File: config.mk
export PLATFORM = sky130hd
export DESIGN_NAME = timer_event_pw
export DESIGN_NICKNAME = d
export VERILOG_FILES = /design/src/timer_pkg.sv /design/src/input_filter.sv /design/src/timer_event_pw.sv
export SDC_FILE = /design/constraint.sdc
export NUM_CORES = 1
export LEC_CHECK = 0
export ABC_AREA = 1
export BUFFER_PORTS_ARGS = -buffer_cell sky130_fd_sc_hd__buf_2
export CAP_MARGIN = 5
export CORE_MARGIN = 10
export CORE_UTILIZATION = 38
export DETAILED_ROUTE_END_ITERATION = 6
export GPL_TIMING_DRIVEN = 0
export REMOVE_ABC_BUFFERS = 1
export SLEW_MARGIN = 25
export SYNTH_ARGS = -nofsm -noshare
export SYNTH_HDL_FRONTEND = slang
export SYNTH_SLANG_ARGS = --single-unit
File: constraint.sdc
create_clock -name sys_clk -period 1.8 [get_ports sys_clk]
set_input_delay 0.18 -clock sys_clk [delete_from_list [all_inputs] [get_ports sys_clk]]
set_output_delay 0.18 -clock sys_clk [all_outputs]
set_load 0.005 [all_outputs]
File: src/timer_pkg.sv
// shared constants for the event / pulse width timer
package timer_pkg;
    // counter widths
    localparam int CNT_W      = 8;
    localparam int DIV_W      = 5;
    // count source select codes for pulse width mode
    localparam logic [2:0] SRC_F1   = 3'h0;
    localparam logic [2:0] SRC_F2   = 3'h1;
    localparam logic [2:0] SRC_F8   = 3'h2;
    localparam logic [2:0] SRC_OCO  = 3'h3;
    localparam logic [2:0] SRC_C32  = 3'h4;
    // filter select codes
    localparam logic [1:0] FILT_OFF = 2'h0;
    localparam logic [1:0] FILT_F1  = 2'h1;
    localparam logic [1:0] FILT_F8  = 2'h2;
    localparam logic [1:0] FILT_F32 = 2'h3;
    // divider taps: all low bits set marks one slow period
    localparam logic [DIV_W-1:0] DIV2_MASK  = 5'h01;
    localparam logic [DIV_W-1:0] DIV8_MASK  = 5'h07;
    localparam logic [DIV_W-1:0] DIV32_MASK = 5'h1F;
    // equal samples the filter needs before it moves
    localparam int FILT_SAMPLES = 3;
    // reset values
    localparam logic [CNT_W-1:0] CNT_RESET = 8'hFF;
    // operating modes handled by this block
    typedef enum logic {MODE_EVENT, MODE_PULSE_WIDTH} mode_t;
    // run state of the counter chain
    typedef enum logic {ST_STOPPED, ST_RUNNING} run_state_t;
endpackage

File: src/input_filter.sv
// digital noise filter: output follows input after equal consecutive samples
module input_filter #(
    parameter int SAMPLES = timer_pkg::FILT_SAMPLES
) (
    // clock and reset
    input  wire logic sys_clk,
    input  wire logic reset,
    // sampling
    input  wire logic sampleEn,
    input  wire logic din,
    output logic      dout
);
    // sample history, newest in bit 0
    logic [SAMPLES-1:0] hist_q;

    // shift in a sample on each sampling pulse
    always_ff @(posedge sys_clk) begin
        if (reset) begin
            hist_q <= '0;
        end else if (sampleEn) begin
            hist_q <= {hist_q[SAMPLES-2:0], din};
        end
    end

    // move output only when every stored sample agrees
    always_ff @(posedge sys_clk) begin
        if (reset) begin
            dout <= 1'b0;
        end else if (&hist_q) begin
            dout <= 1'b1;
        end else if (~|hist_q) begin
            dout <= 1'b0;
        end
    end
endmodule

File: src/timer_event_pw.sv
// prescaler plus reload timer: event counter and pulse width measurement modes
module timer_event_pw #(
    parameter int CNT_W = timer_pkg::CNT_W
) (
    // clock and reset
    input  wire logic             sys_clk,
    input  wire logic             reset,
    // external pins and foreign clocks
    input  wire logic             ioPinA,
    input  wire logic             ioPinB,
    input  wire logic             onchipOscClock,
    input  wire logic             subclockDiv32,
    // count start / forced stop strobes
    input  wire logic             startWrite,
    input  wire logic             countStartBit,
    input  wire logic             forcedStopBit,
    // counter writes
    input  wire logic             preWrite,
    input  wire logic             timWrite,
    input  wire logic [CNT_W-1:0] wrData,
    // mode register write and configuration
    input  wire logic             modeWrite,
    input  wire logic             modeSelect,
    input  wire logic [2:0]       sourceSelect,
    input  wire logic             polaritySelectBit,
    input  wire logic             inputPinSelectBit,
    input  wire logic             invOutputEnableBit,
    input  wire logic             filterSelectBit0,
    input  wire logic             filterSelectBit1,
    // status and counts
    output logic [CNT_W-1:0]      prescalerCount,
    output logic [CNT_W-1:0]      timerCount,
    output logic                  countActive,
    // events and pins
    output logic                  timerIrq,
    output logic                  extIrqOne,
    output logic                  invertedOut,
    output logic                  invertedOutTimer
);
    ////////////////////////////////////////////////////////////////////////
    // helpers
    // one countdown step: {underflow, next value}
    function automatic logic [CNT_W:0] stepDown(input logic [CNT_W-1:0] cnt,
                                                input logic [CNT_W-1:0] rld);
        return (cnt == '0) ? {1'b1, rld} : {1'b0, cnt - CNT_W'(1)};
    endfunction
    // edge detect: rising when fall is low, falling otherwise
    function automatic logic edgeSeen(input logic prev, input logic cur,
                                      input logic fall);
        return fall ? (prev & ~cur) : (~prev & cur);
    endfunction
    ////////////////////////////////////////////////////////////////////////
    // input synchronisers
    // two stages per foreign input; only stage two is read
    logic [1:0] pinA_q;          // pin a synchroniser
    logic [1:0] pinB_q;          // pin b synchroniser
    logic [1:0] oco_q;           // on-chip oscillator synchroniser
    logic [1:0] c32_q;           // subclock synchroniser
    logic       ocoPrev_q;       // oscillator edge history
    logic       c32Prev_q;       // subclock edge history

    always_ff @(posedge sys_clk) begin
        if (reset) begin
            pinA_q    <= 2'h0;
            pinB_q    <= 2'h0;
            oco_q     <= 2'h0;
            c32_q     <= 2'h0;
            ocoPrev_q <= 1'b0;
            c32Prev_q <= 1'b0;
        end else begin
            pinA_q    <= {pinA_q[0], ioPinA};
            pinB_q    <= {pinB_q[0], ioPinB};
            oco_q     <= {oco_q[0], onchipOscClock};
            c32_q     <= {c32_q[0], subclockDiv32};
            ocoPrev_q <= oco_q[1];
            c32Prev_q <= c32_q[1];
        end
    end
    logic pinSel;
    assign pinSel = inputPinSelectBit ? pinB_q[1] : pinA_q[1];
    ////////////////////////////////////////////////////////////////////////
    // internal clock divider
    logic [timer_pkg::DIV_W-1:0] div_q;   // free-running divide counter
    // divider feeding the slow enables
    always_ff @(posedge sys_clk) begin
        if (reset) begin
            div_q <= '0;
        end else begin
            div_q <= div_q + timer_pkg::DIV_W'(1);
        end
    end
    logic tickF2, tickF8, tickF32, tickOco, tickC32;
    assign tickF2  = (div_q & timer_pkg::DIV2_MASK)  == timer_pkg::DIV2_MASK;
    assign tickF8  = (div_q & timer_pkg::DIV8_MASK)  == timer_pkg::DIV8_MASK;
    assign tickF32 = (div_q & timer_pkg::DIV32_MASK) == timer_pkg::DIV32_MASK;
    assign tickOco = edgeSeen(ocoPrev_q, oco_q[1], 1'b0);
    assign tickC32 = edgeSeen(c32Prev_q, c32_q[1], 1'b0);
    ////////////////////////////////////////////////////////////////////////
    // digital filter
    logic [1:0] filtSel;
    logic       filtSample;
    logic       filtOut;
    logic       measIn;          // synchronised, optionally filtered input
    logic       measPrev_q;      // previous measured level
    assign filtSel = {filterSelectBit1, filterSelectBit0};
    always_comb begin
        case (filtSel)
            timer_pkg::FILT_F1:  filtSample = 1'b1;
            timer_pkg::FILT_F8:  filtSample = tickF8;
            timer_pkg::FILT_F32: filtSample = tickF32;
            default:             filtSample = 1'b0;
        endcase
    end
    input_filter #(
        .SAMPLES (timer_pkg::FILT_SAMPLES)
    ) input_filter_inst (
        .sys_clk  (sys_clk),
        .reset    (reset),
        .sampleEn (filtSample),
        .din      (pinSel),
        .dout     (filtOut)
    );
    assign measIn = (filtSel == timer_pkg::FILT_OFF) ? pinSel : filtOut;
    // level history for edge detection
    always_ff @(posedge sys_clk) begin
        if (reset) begin
            measPrev_q <= 1'b0;
        end else begin
            measPrev_q <= measIn;
        end
    end
    // input doubles as external interrupt line
    assign extIrqOne = measIn;
    ////////////////////////////////////////////////////////////////////////
    // run control
    timer_pkg::run_state_t runState_q;
    timer_pkg::mode_t      mode;
    assign mode = timer_pkg::mode_t'(modeSelect);
    // start, stop and forced stop
    always_ff @(posedge sys_clk) begin
        if (reset) begin
            runState_q <= timer_pkg::ST_STOPPED;
        end else if (startWrite && forcedStopBit) begin
            runState_q <= timer_pkg::ST_STOPPED;
        end else if (startWrite) begin
            runState_q <= countStartBit ? timer_pkg::ST_RUNNING
                                        : timer_pkg::ST_STOPPED;
        end
    end
    logic running;
    assign running     = (runState_q == timer_pkg::ST_RUNNING);
    assign countActive = running;
    ////////////////////////////////////////////////////////////////////////
    // count source
    logic srcTick;     // selected internal clock enable
    logic cntEdge;     // counted event edge
    logic levelOk;     // input at measured level
    logic endEdge;     // edge closing the measured period
    logic tick;        // prescaler count enable
    always_comb begin
        case (sourceSelect)
            timer_pkg::SRC_F1:  srcTick = 1'b1;
            timer_pkg::SRC_F2:  srcTick = tickF2;
            timer_pkg::SRC_F8:  srcTick = tickF8;
            timer_pkg::SRC_OCO: srcTick = tickOco;
            timer_pkg::SRC_C32: srcTick = tickC32;
            default:            srcTick = 1'b0;
        endcase
    end
    assign cntEdge = edgeSeen(measPrev_q, measIn, polaritySelectBit);
    assign levelOk = polaritySelectBit ? ~measIn : measIn;
    assign endEdge = edgeSeen(measPrev_q, measIn, ~polaritySelectBit);
    // source tick per mode
    always_comb begin
        case (mode)
            timer_pkg::MODE_EVENT:       tick = running & cntEdge;
            timer_pkg::MODE_PULSE_WIDTH: tick = running & levelOk & srcTick;
            default:                     tick = 1'b0;
        endcase
    end
    ////////////////////////////////////////////////////////////////////////
    // prescaler
    logic [CNT_W-1:0] preReload_q;   // prescaler reload register
    logic [CNT_W-1:0] preCnt_q;      // prescaler counter
    logic             prePend_q;     // written value awaiting transfer
    logic [CNT_W:0]   preStep;
    logic             preUnder;
    assign preStep  = stepDown(preCnt_q, preReload_q);
    assign preUnder = tick & ~prePend_q & preStep[CNT_W];
    // reload register takes every write
    always_ff @(posedge sys_clk) begin
        if (reset) begin
            preReload_q <= timer_pkg::CNT_RESET;
        end else if (preWrite) begin
            preReload_q <= wrData;
        end
    end

    // prescaler counter and pending transfer
    always_ff @(posedge sys_clk) begin
        if (reset) begin
            preCnt_q  <= timer_pkg::CNT_RESET;
            prePend_q <= 1'b0;
        end else if (preWrite && !running) begin
            preCnt_q  <= wrData;
            prePend_q <= 1'b0;
        end else if (preWrite) begin
            prePend_q <= 1'b1;
            if (tick) begin
                preCnt_q <= preStep[CNT_W-1:0];
            end
        end else if (tick && prePend_q) begin
            preCnt_q  <= preReload_q;
            prePend_q <= 1'b0;
        end else if (tick) begin
            preCnt_q <= preStep[CNT_W-1:0];
        end
    end
    ////////////////////////////////////////////////////////////////////////
    // timer
    logic [CNT_W-1:0] timReload_q;   // timer reload register
    logic [CNT_W-1:0] timCnt_q;      // timer counter
    logic             timPend_q;     // written value awaiting transfer
    logic [CNT_W:0]   timStep;
    logic             timUnder;
    assign timStep  = stepDown(timCnt_q, timReload_q);
    assign timUnder = preUnder & ~timPend_q & timStep[CNT_W];
    // reload register takes every write
    always_ff @(posedge sys_clk) begin
        if (reset) begin
            timReload_q <= timer_pkg::CNT_RESET;
        end else if (timWrite) begin
            timReload_q <= wrData;
        end
    end

    // timer counter steps on prescaler underflow
    always_ff @(posedge sys_clk) begin
        if (reset) begin
            timCnt_q  <= timer_pkg::CNT_RESET;
            timPend_q <= 1'b0;
        end else if (timWrite && !running) begin
            timCnt_q  <= wrData;
            timPend_q <= 1'b0;
        end else if (timWrite) begin
            timPend_q <= 1'b1;
            if (preUnder) begin
                timCnt_q <= timStep[CNT_W-1:0];
            end
        end else if (preUnder && timPend_q) begin
            timCnt_q  <= timReload_q;
            timPend_q <= 1'b0;
        end else if (preUnder) begin
            timCnt_q <= timStep[CNT_W-1:0];
        end
    end
    assign prescalerCount = preCnt_q;
    assign timerCount     = timCnt_q;
    ////////////////////////////////////////////////////////////////////////
    // interrupt and inverted output
    // registered so the pulse is glitch free; one cycle late
    always_ff @(posedge sys_clk) begin
        if (reset) begin
            timerIrq <= 1'b0;
        end else begin
            timerIrq <= timUnder |
                        (running && mode == timer_pkg::MODE_PULSE_WIDTH && endEdge);
        end
    end

    // inverted pulse output level
    always_ff @(posedge sys_clk) begin
        if (reset) begin
            invertedOut <= 1'b1;
        end else if (modeWrite) begin
            invertedOut <= ~polaritySelectBit;
        end else if (timUnder && invOutputEnableBit && mode == timer_pkg::MODE_EVENT) begin
            invertedOut <= ~invertedOut;
        end
    end

    // pin owned by timer only in event mode
    assign invertedOutTimer = invOutputEnableBit && (mode == timer_pkg::MODE_EVENT);
endmodule

==> flow_summary_export.csv <==
group,metric,value,unit
synthesis,synth_compound_area_frac,0.181,
cells_and_area,nets,555,
floorplanning,die_area,11900,sq um
synthesis,avgSynthCellArea,6.72,sq um
critical_path,cpPeakStageDelay,0.35,ns
synthesis,ys_seq_area_frac,0.377,
cells_and_area,stdcell_count,626,
power,power.leakage,0.00186,uW
placed_design,placed_cells,588,
synthesis,muxShareOfSynthArea,0.00661,
timing,hold_viol,0,
critical_path,crit_buf_inv,4,
cts,clk-insertion-delay-late,0.35,ns
status,status,"finished, violations left",
synthesis,synth-edff-count,0,
critical_path,critical_path_class,"flop to flop",
cts,cts_tree,"built",
placed_design,io_buffers,49,
placed_design,dp_hpwl,5540,microns
global_route,grt_pass1_wl,13600,microns
synthesis,synth_flop_cell,"dfxtp_1",
synthesis,synth_adder_area_share,0.0289,
critical_path,slowest_stage,"dfxtp_2",
cts,cts-buffers-inserted,9,
cts,cts_root_buf,"clkbuf_8",
cts,cts_sinks,57,
timing,setup_viol,15,
routing,via_per_inst,4.91,
routing,drc,0,
cts,cts.clk_slew.worst_paths,0.06,ns
flow_run,drv_cap,0,
global_route,grt_max_degree,48,
critical_path,critPathRequiredTime,2.03,ns
floorplanning,dieWidth,109,microns
cells_and_area,final_area,3920,sq um
synthesis,async_flop_share,0,
hold_path,min_path_type,"primary input to flop",
critical_path,endpoint_kind,"flop",
cells_and_area,syn2layout_area_growth,29.5,%
cts,htreeDepth,3,
floorplanning,coreArea,7730,sq um
cells_and_area,diodes,0,
timing,fin_crit_sh,1.05,
timing,fmaxAchievable,0.529,GHz
timing,worst_pin_slew,1.09,ns
critical_path,critPathMaxFanout,6,
synthesis,synth_simple_gate_area_frac,0.285,
synthesis,ys_ff_latch,57,
cts,cts_hold_buffers,0,
critical_path,worstPathArrival,2.12,ns
power,ir_worst_vdd,0.000446,V
cells_and_area,drive_gt1_frac,0.248,
global_route,grt_pass1_vias,2850,
status,violations,"negative setup slack",
synthesis,syn_inst,451,
cells_and_area,most-common-layout-cells,"nand2_1, inv_1, nor2_1",
global_route,grt_usage,0.145,
power,p_per_area,808,nW/um^2
timing,period_minus_slack,1.89,ns
floorplanning,io_pins,50,
routing,drt-pass1-iter-count,4,
synthesis,syn-cell-area,3030,sq um
critical_path,crit_family,"simple AND/OR/NAND/NOR gates",
synthesis,synth_top_family_by_area,"simple AND/OR/NAND/NOR gates",
synthesis,ys_types,35,
power,power,3170,uW
timing,clock_skew,0.0104,ns
cells_and_area,final_util,0.507,
critical_path,crit_path_start_kind,"flop",
timing,worst_slack,-0.0909,ns
floorplanning,die_y,109,microns
timing,slew_headroom,0.272,
routing,drtIter0Drc,107,
routing,drt_wl_total,8560,microns
timing,drv_slew,0,
floorplanning,start_util,0.392,
critical_path,cp_cell_sequence,"ha_4 -> ha_4 -> inv_2 -> nand2_1 -> nand2_1 -> nand3_1 -> nand2_1 -> nand2_2 -> nand3_4 -> nand2_8 -> buf_12 -> inv_8 -> nor2_4 -> inv_2 -> o21ai_0 -> o21ai_1",
floorplanning,fp-row-count,32,
synthesis,yosysWarnings,0,
global_route,gr-total-overflow,0,
critical_path,path_common_cell,"nand2_1",
cells_and_area,layout_commonest_cell,"nand2_1",
routing,wire_per_inst,13.7,microns
cts,clockBufferDepth,2,
timing,rsz0062_at_grt,"true",
routing,num_vias,3072,
synthesis,synthXorXnorAreaFrac,0.0173,
routing,ant_nets,0,
global_route,antenna_found_initial,0,
placed_design,place_congestion,0.842,
placed_design,placedInstanceArea,3330,sq um
[report_power, final]
group          switching [uW]  internal (uW)  total (uW)
Combinational             246            170         416
Clock                     511            829        1340
Sequential               69.5           1340        1410
[cells by family (layout without fill, tap and decap cells)]
family | Yosys count | in the layout
buffers and inverters | 80 | 150
XOR/XNOR | 6 | 6
multiplexers | 2 | 2
flip-flops | 57 | 57
AND/OR/NAND/NOR | 195 | 198
adder cells (fa/ha/maj) | 7 | 7
AO/OA/AOI/OAI | 104 | 104
[worst paths after layout]
| kind | slack [ns] | start | cells after the start | end |
|---|---|---|---|---|
| worst min-delay path | 0.03 | startWrite | 2 | countActive$_SDFFE_PP0P_ |
| worst min register to register | 0.40 | c32_q[0]$_SDFF_PP0_ | 2 | c32_q[1]$_SDFF_PP0_ |
| worst max register to register | -0.09 | div_q[0]$_SDFF_PP0_ | 16 | prescalerCount[6]$_SDFF_PP1_ |
| worst max-delay path | -0.09 | div_q[0]$_SDFF_PP0_ | 16 | prescalerCount[6]$_SDFF_PP1_ |
[per-stage QoR]
stage                     hold slack (ns)  worst slack, ns  setup TNS (ns)
after floorplan                     0.247           -0.125           -1.35
after global routing              0.00543           -0.216           -3.19
after global placement              0.379           -0.550           -8.67
after detailed placement            0.383           -0.567           -9.08
after CTS                         0.00909          -0.0902          -0.848
final                              0.0269          -0.0909          -0.690
[layer usage]
metal	wire, microns	part of all wire	up-vias	track usage
li1	-	-	1597	-
met1	3790	0.44	1383	0.167
met2	4040	0.47	82	0.234
met3	594	0.069	10	0.0625
met4	138	0.016	0	0.0567
met5	0	0	-	0
[state kept, by name, indices dropped and copies added, names as in the netlist, 2 cells and up]
register and cells:
div_q 5, pinA_q 2, timerCount 8, input_filter_inst.hist_q 3, oco_q 2, timReload_q 8, pinB_q 2, preReload_q 8
prescalerCount 8, c32_q 2
[worst register-to-register path, delay by kind of cell, from the launching register on]
kind,cells,cell delay [ns]
AOI/OAI and AO/OA,2,0.23
buffers and inverters,4,0.29
DFF,1,0.35
and+or+nand+nor,8,0.64
adders and majority gates,2,0.27
[layout make-up]
| cell class | count | area [sq um] |
|---|---|---|
| Timing Repair Buffer | 68 | 423 |
| Tap cell | 102 | 128 |
| Fill cell | 751 | 3810 |
| Inverter | 66 | 260 |
| Clock buffer | 15 | 196 |
| Sequential cell | 57 | 1140 |
| Multi-Input combinational cell | 317 | 1740 |
| Clock inverter | 1 | 30.0 |
[timing repair]
item / in CTS / in global routing
cloned: 3 / 0
setup endpoints to repair: 20 / 20
buffers inserted: 15 / 4
pin swaps: 12 / 11
resized for setup: 33 / 25
[synthesized netlist by cell type (all sizes together), types with 2 or more instances]
master / count / area share
nor3: 4 / 0.0066
nor3b: 2 / 0.0050
o21bai: 2 / 0.0050
o21ai: 59 / 0.099
inv: 66 / 0.082
nand2: 90 / 0.11
mux2i: 2 / 0.0066
xor2: 3 / 0.0087
clkbuf: 7 / 0.0087
o31ai: 2 / 0.0050
nor2: 60 / 0.078
ha: 7 / 0.029
nand4: 4 / 0.013
a21oi: 35 / 0.058
o211ai: 2 / 0.0050
xnor2: 3 / 0.0087
dfxtp: 57 / 0.38
nand3: 32 / 0.063
a211oi: 2 / 0.0050
buf: 7 / 0.014
Note: power is estimated with default switching activity, not from simulation.
